File: config.mk
export PLATFORM = sky130hd
export DESIGN_NAME = usb_endpoint_fifo_port
export DESIGN_NICKNAME = d
export VERILOG_FILES = /design/src/rtl/usb_fifo_pkg.sv /design/src/rtl/access_decode.sv /design/src/rtl/byte_queue.sv /design/src/rtl/usb_endpoint_fifo_port.sv
export SDC_FILE = /design/constraint.sdc
export NUM_CORES = 2
export LEC_CHECK = 0
export ABC_AREA = 1
export BUFFER_PORTS_ARGS = -buffer_cell sky130_fd_sc_hd__buf_2
export CAP_MARGIN = 10
export CORE_MARGIN = 2
export CORE_UTILIZATION = 25
export CTS_CLUSTER_DIAMETER = 150
export DETAILED_ROUTE_END_ITERATION = 10
export MAX_ROUTING_LAYER = met4
export PLACE_DENSITY_LB_ADDON = 0.2
export SYNTH_ARGS = -nofsm -noshare
export SYNTH_HDL_FRONTEND = slang
export SYNTH_SLANG_ARGS = --single-unit
File: constraint.sdc
create_clock -name aclk -period 12.9 [get_ports aclk]
set_input_delay 0.645 -clock aclk [delete_from_list [all_inputs] [get_ports aclk]]
set_output_delay 0.645 -clock aclk [all_outputs]
set_load 0.005 [all_outputs]
File: src/rtl/usb_fifo_pkg.sv
// Purpose: Shared constants and types for the endpoint data port
// Assumes: One clock, synchronous active-low reset
// Notes:   Address map is word aligned; window picks the access width
package usb_fifo_pkg;
   localparam int NUM_EP = 8;
   localparam int EP_W   = 3;
   localparam int QDEPTH = 8;
   localparam int QPTR_W = 3;
   localparam int QCNT_W = 4;
   localparam int ADDR_W = 8;

   // Address fields: addr[7:5] window, addr[4:2] endpoint
   localparam int EP_LSB  = 2;
   localparam int WIN_LSB = 5;
   localparam logic [2:0] WIN_WORD   = 3'h0;
   localparam logic [2:0] WIN_HALF   = 3'h1;
   localparam logic [2:0] WIN_BYTE   = 3'h2;
   localparam logic [2:0] WIN_STATUS = 3'h3;
   localparam logic [7:0] STATUS_OFFSET = 8'h60;

   // Status word fields
   localparam int STAT_TX_EMPTY_LSB = 0;
   localparam int STAT_RX_AVAIL_LSB = 8;

   localparam logic [31:0] DATA_RESET = 32'h0000_0000;

   localparam logic [1:0] RESP_OKAY   = 2'h0;
   localparam logic [1:0] RESP_SLVERR = 2'h2;
   localparam logic [1:0] RESP_DECERR = 2'h3;

   localparam logic [2:0] N_BYTE = 3'h1;
   localparam logic [2:0] N_HALF = 3'h2;
   localparam logic [2:0] N_WORD = 3'h4;

   typedef enum logic [0:0] {WR_IDLE = 1'b0, WR_RESP = 1'b1} wr_state_t;
   typedef enum logic [0:0] {RD_IDLE = 1'b0, RD_RESP = 1'b1} rd_state_t;

   typedef struct packed {
      logic       valid;
      logic [7:0] data;
   } link_byte_t;

   function automatic logic [3:0] lane_mask(input logic [2:0] nbytes);
      case (nbytes)
         N_BYTE:  lane_mask = 4'h1;
         N_HALF:  lane_mask = 4'h3;
         default: lane_mask = 4'hf;
      endcase
   endfunction : lane_mask

   function automatic logic [31:0] lane_bits(input logic [3:0] m);
      lane_bits = {{8{m[3]}}, {8{m[2]}}, {8{m[1]}}, {8{m[0]}}};
   endfunction : lane_bits
endpackage : usb_fifo_pkg

File: src/rtl/access_decode.sv
// Purpose: Split a port address into endpoint, width and target
// Assumes: Word-aligned addresses only
// Notes:   Misaligned or unknown addresses decode to nothing
`timescale 1ns/10ps
module access_decode (
   // Address in
   input  wire logic [usb_fifo_pkg::ADDR_W-1:0] addr,
   // Decoded fields
   output logic [usb_fifo_pkg::EP_W-1:0]   ep,
   output logic [2:0]                      nbytes,
   output logic                            is_data,
   output logic                            is_status
);
   always_comb begin
      ep        = addr[usb_fifo_pkg::EP_LSB +: usb_fifo_pkg::EP_W];
      nbytes    = usb_fifo_pkg::N_WORD;
      is_data   = 1'b0;
      is_status = 1'b0;
      if (addr[1:0] == 2'b00) begin
         case (addr[usb_fifo_pkg::WIN_LSB +: 3])
            usb_fifo_pkg::WIN_WORD: begin
               is_data = 1'b1;
            end
            usb_fifo_pkg::WIN_HALF: begin
               is_data = 1'b1;
               nbytes  = usb_fifo_pkg::N_HALF;
            end
            usb_fifo_pkg::WIN_BYTE: begin
               is_data = 1'b1;
               nbytes  = usb_fifo_pkg::N_BYTE;
            end
            usb_fifo_pkg::WIN_STATUS: begin
               is_status = (addr == usb_fifo_pkg::STATUS_OFFSET);
            end
            default: begin
               is_data = 1'b0;
            end
         endcase
      end
   end
endmodule : access_decode

File: src/rtl/byte_queue.sv
// Purpose: Byte queue with up to four bytes in and out per cycle
// Assumes: Caller never pushes past full nor pops past empty
// Notes:   Head bytes beyond the fill level read as zero
`timescale 1ns/10ps
module byte_queue (
   // Clock and reset
   input  wire logic                            aclk,
   input  wire logic                            aresetn,
   // Push side, byte 0 in lane 0
   input  wire logic                            push_en,
   input  wire logic [2:0]                      push_n,
   input  wire logic [31:0]                     push_data,
   // Pop side
   input  wire logic                            pop_en,
   input  wire logic [2:0]                      pop_n,
   output logic [31:0]                          head_data,
   output logic [usb_fifo_pkg::QCNT_W-1:0]      count
);
   localparam int PW = usb_fifo_pkg::QPTR_W;
   localparam int CW = usb_fifo_pkg::QCNT_W;

   logic [7:0]    mem_r [usb_fifo_pkg::QDEPTH];
   logic [PW-1:0] wr_ptr_r;
   logic [PW-1:0] rd_ptr_r;
   logic [CW-1:0] cnt_r;
   logic [2:0]    add_n;
   logic [2:0]    sub_n;

   assign add_n = push_en ? push_n : 3'h0;
   assign sub_n = pop_en ? pop_n : 3'h0;
   assign count = cnt_r;

   always_ff @(posedge aclk) begin
      if (!aresetn) begin
         cnt_r    <= '0;
         wr_ptr_r <= '0;
         rd_ptr_r <= '0;
      end else begin
         cnt_r    <= cnt_r + CW'(add_n) - CW'(sub_n);
         wr_ptr_r <= wr_ptr_r + PW'(add_n);
         rd_ptr_r <= rd_ptr_r + PW'(sub_n);
      end
   end

   // Storage needs no reset: the level gates what is seen
   always_ff @(posedge aclk) begin
      for (int i = 0; i < 4; i++) begin
         if (3'(i) < add_n) begin
            mem_r[wr_ptr_r + PW'(i)] <= push_data[8*i +: 8];
         end
      end
   end

   always_comb begin
      for (int i = 0; i < 4; i++) begin
         head_data[8*i +: 8] = (CW'(i) < cnt_r) ? mem_r[rd_ptr_r + PW'(i)] : 8'h00;
      end
   end
endmodule : byte_queue

File: src/rtl/usb_endpoint_fifo_port.sv
// Purpose: AXI4-Lite data port onto eight endpoint byte queue pairs
// Assumes: Link side is logic on the same clock
// Notes:   Address window picks 32, 16 or 8 bit access width
`timescale 1ns/10ps
module usb_endpoint_fifo_port (
   // Clock and reset
   input  wire logic                                   aclk,
   input  wire logic                                   aresetn,
   // Write address
   input  wire logic                                   awvalid,
   output logic                                        awready,
   input  wire logic [usb_fifo_pkg::ADDR_W-1:0]        awaddr,
   // Write data
   input  wire logic                                   wvalid,
   output logic                                        wready,
   input  wire logic [31:0]                            wdata,
   input  wire logic [3:0]                             wstrb,
   // Write response
   output logic                                        bvalid,
   input  wire logic                                   bready,
   output logic [1:0]                                  bresp,
   // Read address
   input  wire logic                                   arvalid,
   output logic                                        arready,
   input  wire logic [usb_fifo_pkg::ADDR_W-1:0]        araddr,
   // Read data
   output logic                                        rvalid,
   input  wire logic                                   rready,
   output logic [31:0]                                 rdata,
   output logic [1:0]                                  rresp,
   // Link side, transmit bytes out
   output usb_fifo_pkg::link_byte_t [usb_fifo_pkg::NUM_EP-1:0] tx_out,
   input  wire logic [usb_fifo_pkg::NUM_EP-1:0]        tx_ready,
   // Link side, receive bytes in
   input  usb_fifo_pkg::link_byte_t [usb_fifo_pkg::NUM_EP-1:0] rx_in,
   output logic [usb_fifo_pkg::NUM_EP-1:0]             rx_ready
);
   localparam int NE = usb_fifo_pkg::NUM_EP;
   localparam int CW = usb_fifo_pkg::QCNT_W;

   usb_fifo_pkg::wr_state_t   wr_state_r;
   usb_fifo_pkg::wr_state_t   wr_state_nxt;
   usb_fifo_pkg::rd_state_t   rd_state_r;
   usb_fifo_pkg::rd_state_t   rd_state_nxt;

   logic                             aw_got_r;
   logic                             aw_got_nxt;
   logic                             w_got_r;
   logic                             w_got_nxt;
   logic [usb_fifo_pkg::ADDR_W-1:0]  aw_addr_r;
   logic [31:0]                      w_data_r;
   logic [3:0]                       w_strb_r;
   logic                             awready_r;
   logic                             wready_r;
   logic                             bvalid_r;
   logic [1:0]                       bresp_r;
   logic                             arready_r;
   logic                             rvalid_r;
   logic [31:0]                      rdata_r;
   logic [1:0]                       rresp_r;
   logic [2:0]                       rd_n_r;

   logic [usb_fifo_pkg::EP_W-1:0]    wr_ep;
   logic [2:0]                       wr_n;
   logic                             wr_is_data;
   logic                             wr_is_status;
   logic [usb_fifo_pkg::EP_W-1:0]    rd_ep;
   logic [2:0]                       rd_n;
   logic                             rd_is_data;
   logic                             rd_is_status;

   logic                             wr_commit;
   logic                             wr_fits;
   logic                             wr_strb_ok;
   logic                             wr_ok;
   logic [1:0]                       wr_resp;
   logic                             ar_hs;
   logic [CW-1:0]                    rd_avail;
   logic [2:0]                       rd_take;
   logic [31:0]                      rd_word;
   logic [1:0]                       rd_resp;
   logic [31:0]                      status_word;

   logic [CW-1:0]                    tx_cnt [NE];
   logic [31:0]                      tx_head [NE];
   logic [CW-1:0]                    rx_cnt [NE];
   logic [31:0]                      rx_head [NE];
   logic [NE-1:0]                    tx_push;
   logic [NE-1:0]                    tx_load;
   logic [NE-1:0]                    rx_push;
   logic [NE-1:0]                    rx_pop;
   usb_fifo_pkg::link_byte_t [NE-1:0] tx_out_r;
   logic [NE-1:0]                    rx_ready_r;

   access_decode u_wr_dec (.addr(aw_addr_r), .ep(wr_ep), .nbytes(wr_n),
      .is_data(wr_is_data), .is_status(wr_is_status));
   access_decode u_rd_dec (.addr(araddr), .ep(rd_ep), .nbytes(rd_n),
      .is_data(rd_is_data), .is_status(rd_is_status));

   // Write side: address and data may arrive in either order
   assign wr_commit  = (wr_state_r == usb_fifo_pkg::WR_IDLE) && aw_got_r && w_got_r;
   assign wr_fits    = ({1'b0, tx_cnt[wr_ep]} + {2'b00, wr_n}) <= 5'(usb_fifo_pkg::QDEPTH);
   // Strobes must cover every lane the width moves
   assign wr_strb_ok = (w_strb_r & usb_fifo_pkg::lane_mask(wr_n))
                       == usb_fifo_pkg::lane_mask(wr_n);
   assign wr_ok      = wr_is_data && wr_fits && wr_strb_ok;

   assign wr_resp = wr_ok        ? usb_fifo_pkg::RESP_OKAY
                  : wr_is_data   ? usb_fifo_pkg::RESP_SLVERR
                  : wr_is_status ? usb_fifo_pkg::RESP_OKAY : usb_fifo_pkg::RESP_DECERR;

   always_comb begin
      wr_state_nxt = wr_state_r;
      aw_got_nxt   = aw_got_r | (awvalid & awready_r);
      w_got_nxt    = w_got_r | (wvalid & wready_r);
      case (wr_state_r)
         usb_fifo_pkg::WR_IDLE: begin
            if (wr_commit) begin
               wr_state_nxt = usb_fifo_pkg::WR_RESP;
               aw_got_nxt   = 1'b0;
               w_got_nxt    = 1'b0;
            end
         end
         usb_fifo_pkg::WR_RESP: begin
            if (bready) begin
               wr_state_nxt = usb_fifo_pkg::WR_IDLE;
            end
         end
         default: begin
            wr_state_nxt = usb_fifo_pkg::WR_IDLE;
         end
      endcase
   end

   always_ff @(posedge aclk) begin
      if (!aresetn) begin
         wr_state_r <= usb_fifo_pkg::WR_IDLE;
         aw_got_r   <= 1'b0;
         w_got_r    <= 1'b0;
         awready_r  <= 1'b0;
         wready_r   <= 1'b0;
         bvalid_r   <= 1'b0;
         bresp_r    <= usb_fifo_pkg::RESP_OKAY;
      end else begin
         wr_state_r <= wr_state_nxt;
         aw_got_r   <= aw_got_nxt;
         w_got_r    <= w_got_nxt;
         awready_r  <= !aw_got_nxt && (wr_state_nxt == usb_fifo_pkg::WR_IDLE);
         wready_r   <= !w_got_nxt && (wr_state_nxt == usb_fifo_pkg::WR_IDLE);
         bvalid_r   <= (wr_state_nxt == usb_fifo_pkg::WR_RESP);
         if (wr_commit) begin
            bresp_r <= wr_resp;
         end
      end
   end

   always_ff @(posedge aclk) begin
      if (!aresetn) begin
         aw_addr_r <= '0;
         w_data_r  <= usb_fifo_pkg::DATA_RESET;
         w_strb_r  <= 4'h0;
      end else begin
         if (awvalid && awready_r) begin
            aw_addr_r <= awaddr;
         end
         if (wvalid && wready_r) begin
            w_data_r <= wdata;
            w_strb_r <= wstrb;
         end
      end
   end

   // Read side: short reads drain what is left
   assign ar_hs    = arvalid && arready_r;
   assign rd_avail = rx_cnt[rd_ep];
   assign rd_take  = ({1'b0, rd_n} <= rd_avail) ? rd_n : rd_avail[2:0];
   assign rd_word  = rx_head[rd_ep]
                     & usb_fifo_pkg::lane_bits(usb_fifo_pkg::lane_mask(rd_n));

   always_comb begin
      status_word = '0;
      for (int e = 0; e < NE; e++) begin
         status_word[usb_fifo_pkg::STAT_TX_EMPTY_LSB + e] = (tx_cnt[e] == '0);
         status_word[usb_fifo_pkg::STAT_RX_AVAIL_LSB + e] = (rx_cnt[e] != '0);
      end
   end

   assign rd_resp = rd_is_data   ? ((rd_avail == '0) ? usb_fifo_pkg::RESP_SLVERR
                                                     : usb_fifo_pkg::RESP_OKAY)
                  : rd_is_status ? usb_fifo_pkg::RESP_OKAY : usb_fifo_pkg::RESP_DECERR;

   always_comb begin
      rd_state_nxt = rd_state_r;
      case (rd_state_r)
         usb_fifo_pkg::RD_IDLE: begin
            if (ar_hs) begin
               rd_state_nxt = usb_fifo_pkg::RD_RESP;
            end
         end
         usb_fifo_pkg::RD_RESP: begin
            if (rready) begin
               rd_state_nxt = usb_fifo_pkg::RD_IDLE;
            end
         end
         default: begin
            rd_state_nxt = usb_fifo_pkg::RD_IDLE;
         end
      endcase
   end

   always_ff @(posedge aclk) begin
      if (!aresetn) begin
         rd_state_r <= usb_fifo_pkg::RD_IDLE;
         arready_r  <= 1'b0;
         rvalid_r   <= 1'b0;
         rdata_r    <= usb_fifo_pkg::DATA_RESET;
         rresp_r    <= usb_fifo_pkg::RESP_OKAY;
         rd_n_r     <= usb_fifo_pkg::N_WORD;
      end else begin
         rd_state_r <= rd_state_nxt;
         arready_r  <= (rd_state_nxt == usb_fifo_pkg::RD_IDLE);
         rvalid_r   <= (rd_state_nxt == usb_fifo_pkg::RD_RESP);
         if (ar_hs) begin
            rresp_r <= rd_resp;
            rd_n_r  <= rd_n;
            if (rd_is_data) begin
               rdata_r <= rd_word;
            end else if (rd_is_status) begin
               rdata_r <= status_word;
            end else begin
               rdata_r <= usb_fifo_pkg::DATA_RESET;
            end
         end
      end
   end

   // One queue pair per endpoint
   for (genvar e = 0; e < NE; e++) begin : g_ep
      assign tx_push[e] = wr_commit && wr_ok && (wr_ep == e);
      assign rx_pop[e]  = ar_hs && rd_is_data && (rd_ep == e) && (rd_take != 3'h0);
      assign tx_load[e] = (tx_cnt[e] != '0) && (!tx_out_r[e].valid || tx_ready[e]);
      assign rx_push[e] = rx_in[e].valid && rx_ready_r[e];

      byte_queue u_tx (.aclk(aclk), .aresetn(aresetn), .push_en(tx_push[e]), .push_n(wr_n),
         .push_data(w_data_r), .pop_en(tx_load[e]), .pop_n(usb_fifo_pkg::N_BYTE),
         .head_data(tx_head[e]), .count(tx_cnt[e]));
      byte_queue u_rx (.aclk(aclk), .aresetn(aresetn), .push_en(rx_push[e]),
         .push_n(usb_fifo_pkg::N_BYTE), .push_data({24'h00_0000, rx_in[e].data}),
         .pop_en(rx_pop[e]), .pop_n(rd_take), .head_data(rx_head[e]), .count(rx_cnt[e]));
   end

   // Registered link stage keeps outputs off the queue read mux
   always_ff @(posedge aclk) begin
      if (!aresetn) begin
         tx_out_r   <= '0;
         rx_ready_r <= '0;
      end else begin
         for (int e = 0; e < NE; e++) begin
            if (tx_load[e]) begin
               tx_out_r[e].valid <= 1'b1;
               tx_out_r[e].data  <= tx_head[e][7:0];
            end else if (tx_ready[e]) begin
               tx_out_r[e].valid <= 1'b0;
            end
            // Two free slots: one push may land before this is seen
            rx_ready_r[e] <= rx_cnt[e] < CW'(usb_fifo_pkg::QDEPTH - 1);
         end
      end
   end

   assign awready  = awready_r;
   assign wready   = wready_r;
   assign bvalid   = bvalid_r;
   assign bresp    = bresp_r;
   assign arready  = arready_r;
   assign rvalid   = rvalid_r;
   assign rdata    = rdata_r;
   assign rresp    = rresp_r;
   assign tx_out   = tx_out_r;
   assign rx_ready = rx_ready_r;

   chk_one_endpoint: assert property (@(posedge aclk) disable iff (!aresetn)
      $onehot0(tx_push) && $onehot0(rx_pop)) else $error("more than one endpoint touched");
   chk_tx_push_level: assert property (@(posedge aclk) disable iff (!aresetn)
      wr_commit && wr_ok && !tx_load[wr_ep]
      |=> tx_cnt[$past(wr_ep)] == $past(tx_cnt[wr_ep]) + CW'($past(wr_n)))
      else $error("transmit level did not grow by width");
   chk_full_refused: assert property (@(posedge aclk) disable iff (!aresetn)
      wr_commit && wr_is_data && !wr_fits |=> bvalid_r && bresp_r == 2'h2)
      else $error("write past full not refused");
   chk_rx_pop_level: assert property (@(posedge aclk) disable iff (!aresetn)
      ar_hs && rd_is_data && !rx_push[rd_ep]
      |=> rx_cnt[$past(rd_ep)] == $past(rx_cnt[rd_ep]) - CW'($past(rd_take)))
      else $error("receive level did not drop by bytes read");
   chk_short_read: assert property (@(posedge aclk) disable iff (!aresetn)
      ar_hs && rd_is_data && rd_avail != '0 && {1'b0, rd_n} > rd_avail
      |=> rvalid_r && rresp_r == 2'h0) else $error("short last read refused");
   chk_empty_zero: assert property (@(posedge aclk) disable iff (!aresetn)
      ar_hs && rd_is_data && rd_avail == '0
      |=> rvalid_r && rdata_r == 32'h0000_0000 && rresp_r == 2'h2)
      else $error("empty read not zero with error");
   chk_low_lanes: assert property (@(posedge aclk) disable iff (!aresetn)
      rvalid_r && rd_n_r == 3'h1 |-> rdata_r[31:8] == 24'h00_0000)
      else $error("byte read uses upper lanes");
   chk_rvalid_hold: assert property (@(posedge aclk) disable iff (!aresetn)
      rvalid_r && !rready |=> rvalid_r && $stable(rdata_r) && $stable(rresp_r))
      else $error("read answer dropped before taken");
   chk_tx_hold: assert property (@(posedge aclk) disable iff (!aresetn)
      tx_out_r[0].valid && !tx_ready[0] |=> tx_out_r[0].valid && $stable(tx_out_r[0].data))
      else $error("link byte changed while stalled");
endmodule : usb_endpoint_fifo_port

==> results.cfg <==
[global_routing]
grt_pass1_wl_mm = 583
grt_pass1_vias = 78800
grt_overflow = 0
grt_max_degree = 77
grt_usage = 0.224
grt_antenna_before_repair = 31

[route]
vias = 86500
drt-initial-drc-count = 10500
firstDrtPassIters = 11
drt-vias-per-instance = 5.20
drcViolationCount = 48
routed_wl_mm = 412
ant_nets = 0
drt-wirelength-per-cell_microns = 24.7

[power]
swShare = 0.353
combPwrFrac = 0.240
clkPwrFrac = 0.374
power_frac_seq = 0.387
power_switching_mw = 4.79
ir_drop_mv = 0.111
powerDensity_mw_per_mm2 = 134
p_total_mw = 13.6
internal_power_mw = 8.77
p_leak_nw = 41.1

[synth]
ys.flop_type = edfxtp_1
yosysSeqAreaShare = 0.418
synth_nets = 12200
synth_seq_cells = 1351
synth.avg_cell_area_sq_um = 7.51
synth-edff-count = 1024
yosysWarnings = 0
synth-async-reset-ratio = 0
synth_cells = 11900
syn_area_sq_mm = 0.0893
ys_types = 60

[floorplan]
core-area_sq_mm = 0.356
fp-row-count = 219
num_io_pins = 260
die_x_microns = 602
die_area_sq_mm = 0.362
start_util = 0.251
die_h_microns = 602

[worst_setup_path]
setup.worst_path.end = g_ep[4].u_tx.mem_r[0][4]$_DFFE_PP_
rr_worst_depth = 17
timing.rr.end = g_ep[4].u_tx.mem_r[0][4]$_DFFE_PP_
worstReg2RegStart = aw_addr_r[0]$_SDFFE_PN0P_
cp.arrival_ps = 6360
critical_path_required_ps = 13380
crit_path_start_kind = flop
startpoint = aw_addr_r[0]$_SDFFE_PN0P_
cp_max_fo = 76
crit_type = flop to flop
end_kind = flop
r2r_slack_ps = 7020

[clocking]
clk_pin_slew_ps = 60
cts_tree = done
clkLatencyLatePin_ps = 940
ctsResizeCount = 0
htreeDepth = 4
ctsLongestPathBuffers = 4
clock_sinks = 1351
root_buffer = clkbuf_16
cts_buffers = 178

[layout]
layoutNonFillerInstCount = 16600
area_delta_synth_final_pct = 13.1
final_net_count = 12100
fillers = 38700
drive_gt1_frac = 0.0797

[timing]
fin_crit_sh = 0.456
worstMarginPinSlew_ps = 1230
fin_worst_skew_ps = 129
finalHoldViolations = 0
report.final.slew_viol_count = 0
fmax_mhz = 170
grt_setup_unrepaired = no
relSlewSlack = 0.182
tns_ps = 0
finalSetupViolations = 0
period_needed_ps = 5880

[placed_design]
dp_hpwl_mm = 272
port_buffers = 259
gp_congestion = 0.949
place_inst = 16200

[hold_path]
hold_path_class = primary input to flop

[status]
violations = DRC
status = finished with violations

[flow_run]
cap_violations = 0
-- flip-flops by register name, indices dropped and copies added (netlist names), 2 cells and up --
name / flops
aw_addr_r: 8
bresp: 2
g_ep.u_rx.count: 32
g_ep.u_rx.mem_r: 512
g_ep.u_rx.rd_ptr_r: 24
g_ep.u_rx.wr_ptr_r: 24
g_ep.u_tx.count: 32
g_ep.u_tx.mem_r: 512
g_ep.u_tx.rd_ptr_r: 24
g_ep.u_tx.wr_ptr_r: 24
rdata: 32
rresp: 2
rx_ready: 8
tx_out: 72
w_data_r: 32
w_strb_r: 4
-- worst min path at each step --
stage / from / end / slack, ps / depth (start not counted)
global route: wdata[4] / w_data_r[4]$_SDFFE_PN0P_ / 40 / 3
detailed placement: tx_out[68]$_SDFFE_PN0P_ / tx_out[68]$_SDFFE_PN0P_ / 460 / 2
global placement: rdata[20]$_SDFFE_PN0P_ / rdata[20]$_SDFFE_PN0P_ / 450 / 2
CTS: rx_in[12] / g_ep[1].u_rx.mem_r[7][3]$_DFFE_PP_ / 5 / 1
floorplan: w_strb_r[1]$_SDFFE_PN0P_ / w_strb_r[1]$_SDFFE_PN0P_ / 420 / 2
finish: wdata[4] / w_data_r[4]$_SDFFE_PN0P_ / 60 / 3
-- layout make-up --
class,instances,area [sq um],share of cell area
Antenna cell,29,72.6,0.000718
Clock buffer,244,5010,0.0496
Clock inverter,87,772,0.00764
Inverter,1234,4650,0.0460
Multi-Input combinational cell,8457,44000,0.436
Sequential cell,1351,37400,0.370
Tap cell,4751,5940,0.0589
Timing Repair Buffer,486,3150,0.0312
-- synth_stat cells, drive strengths merged (2+ instances only) --
| cell type | instances | share of area |
|---|---|---|
| a211oi | 28 | 0.0024 |
| a21boi | 2 | 0.00017 |
| a21o | 3 | 0.00025 |
| a21oi | 630 | 0.036 |
| a221oi | 7 | 0.00069 |
| a22o | 6 | 0.00059 |
| a22oi | 13 | 0.0011 |
| a31oi | 18 | 0.0013 |
| a41oi | 9 | 0.00088 |
| and2 | 5 | 0.00035 |
| buf | 230 | 0.013 |
| clkbuf | 623 | 0.026 |
| clkinv | 21 | 0.00088 |
| dfxtp | 327 | 0.073 |
| edfxtp | 1024 | 0.34 |
| fa | 32 | 0.0072 |
| ha | 182 | 0.026 |
| inv | 1213 | 0.051 |
| mux2i | 255 | 0.029 |
| nand2 | 2871 | 0.12 |
| nand3 | 1241 | 0.072 |
| nand4 | 277 | 0.020 |
| nor2 | 1097 | 0.047 |
| nor3 | 14 | 0.00078 |
| nor4 | 11 | 0.00077 |
| o2111ai | 86 | 0.0084 |
| o211ai | 152 | 0.016 |
| o21a | 8 | 0.00067 |
| o21ai | 1001 | 0.056 |
| o21bai | 3 | 0.00025 |
| o221ai | 117 | 0.011 |
| o22a | 6 | 0.00059 |
| o22ai | 161 | 0.011 |
| o311ai | 36 | 0.0035 |
| o31ai | 14 | 0.0012 |
| o32ai | 38 | 0.0037 |
| o41ai | 4 | 0.00039 |
| or2 | 34 | 0.0024 |
| xnor2 | 54 | 0.0053 |
| xor2 | 37 | 0.0036 |
-- cell usage in the layout (no fill, tap or decap), types with 258 or more instances in the layout --
| cell | count |
|---|---|
| a21oi_1 | 621 |
| buf_2 | 258 |
| dfxtp_1 | 284 |
| edfxtp_1 | 1024 |
| inv_1 | 1185 |
| nand2_1 | 2864 |
| nand3_1 | 1209 |
| nand4_1 | 269 |
| nor2_1 | 1080 |
| o21ai_0 | 983 |
-- metal layers --
metal	GRT usage	share of wire	up-vias
li1	-	-	40300
met1	0.290	0.42	41400
met2	0.347	0.45	3916
met3	0.0278	0.072	881
met4	0.108	0.056	0
met5	-	0	-
-- logic make-up after synthesis --
family | after synthesis | share of synthesized area
xor gates and xnor gates | 91 | 0.00893
DFF | 1351 | 0.418
buffers and inverters | 2087 | 0.0911
AOI/OAI and AO/OA | 2346 | 0.157
muxes | 255 | 0.0286
and+or+nand+nor | 5551 | 0.264
adders and majority gates | 214 | 0.0327
-- stage by stage --
stage / worst slack, ps / hold WS [ps] / util / area (sq um)
2_1_floorplan: 8320 / 425 / - / 89300
3_3_place_gp: 7110 / 452 / 0.266 / 94600
3_5_place_dp: 7030 / 457 / 0.266 / 94600
4_1_cts: 7090 / 5.16 / 0.284 / 101000
5_1_grt: 6660 / 38.2 / 0.284 / 101000
6_report: 7020 / 56.6 / 0.284 / 101000
-- power groups by stage --
| stage | registers [mW] | logic (mW) | clock network (mW) |
|---|---|---|---|
| final | 5.24 | 3.25 | 5.07 |
| after global routing | 5.27 | 3.51 | 5.33 |
| after CTS | 5.24 | 3.25 | 5.18 |
| after detailed placement | 5.33 | 3.22 | 0 |
| after global placement | 5.33 | 3.23 | 0 |
| after floorplan | 5.15 | 1.78 | 0 |
-- worst max-delay path: stages, from the launching register on --
cell	delay, ps
dfxtp_1	310
nor2_1	170
nand2_1	110
nor3_1	400
inv_4	250
nand2_2	720
inv_1	110
ha_1	390
nand2_1	60
nand3b_1	170
nand2_1	80
nand2_1	60
nand3_2	240
nand4_2	260
nor2_4	160
buf_4	680
nand3_1	650
o2111ai_1	590
-- repair_timing --
action,CTS,global route
setup buffers,0,0
hold buffers,56,0
hold endpoints to repair,368,0
No activity file was read; power rests on OpenSTA's default activity.
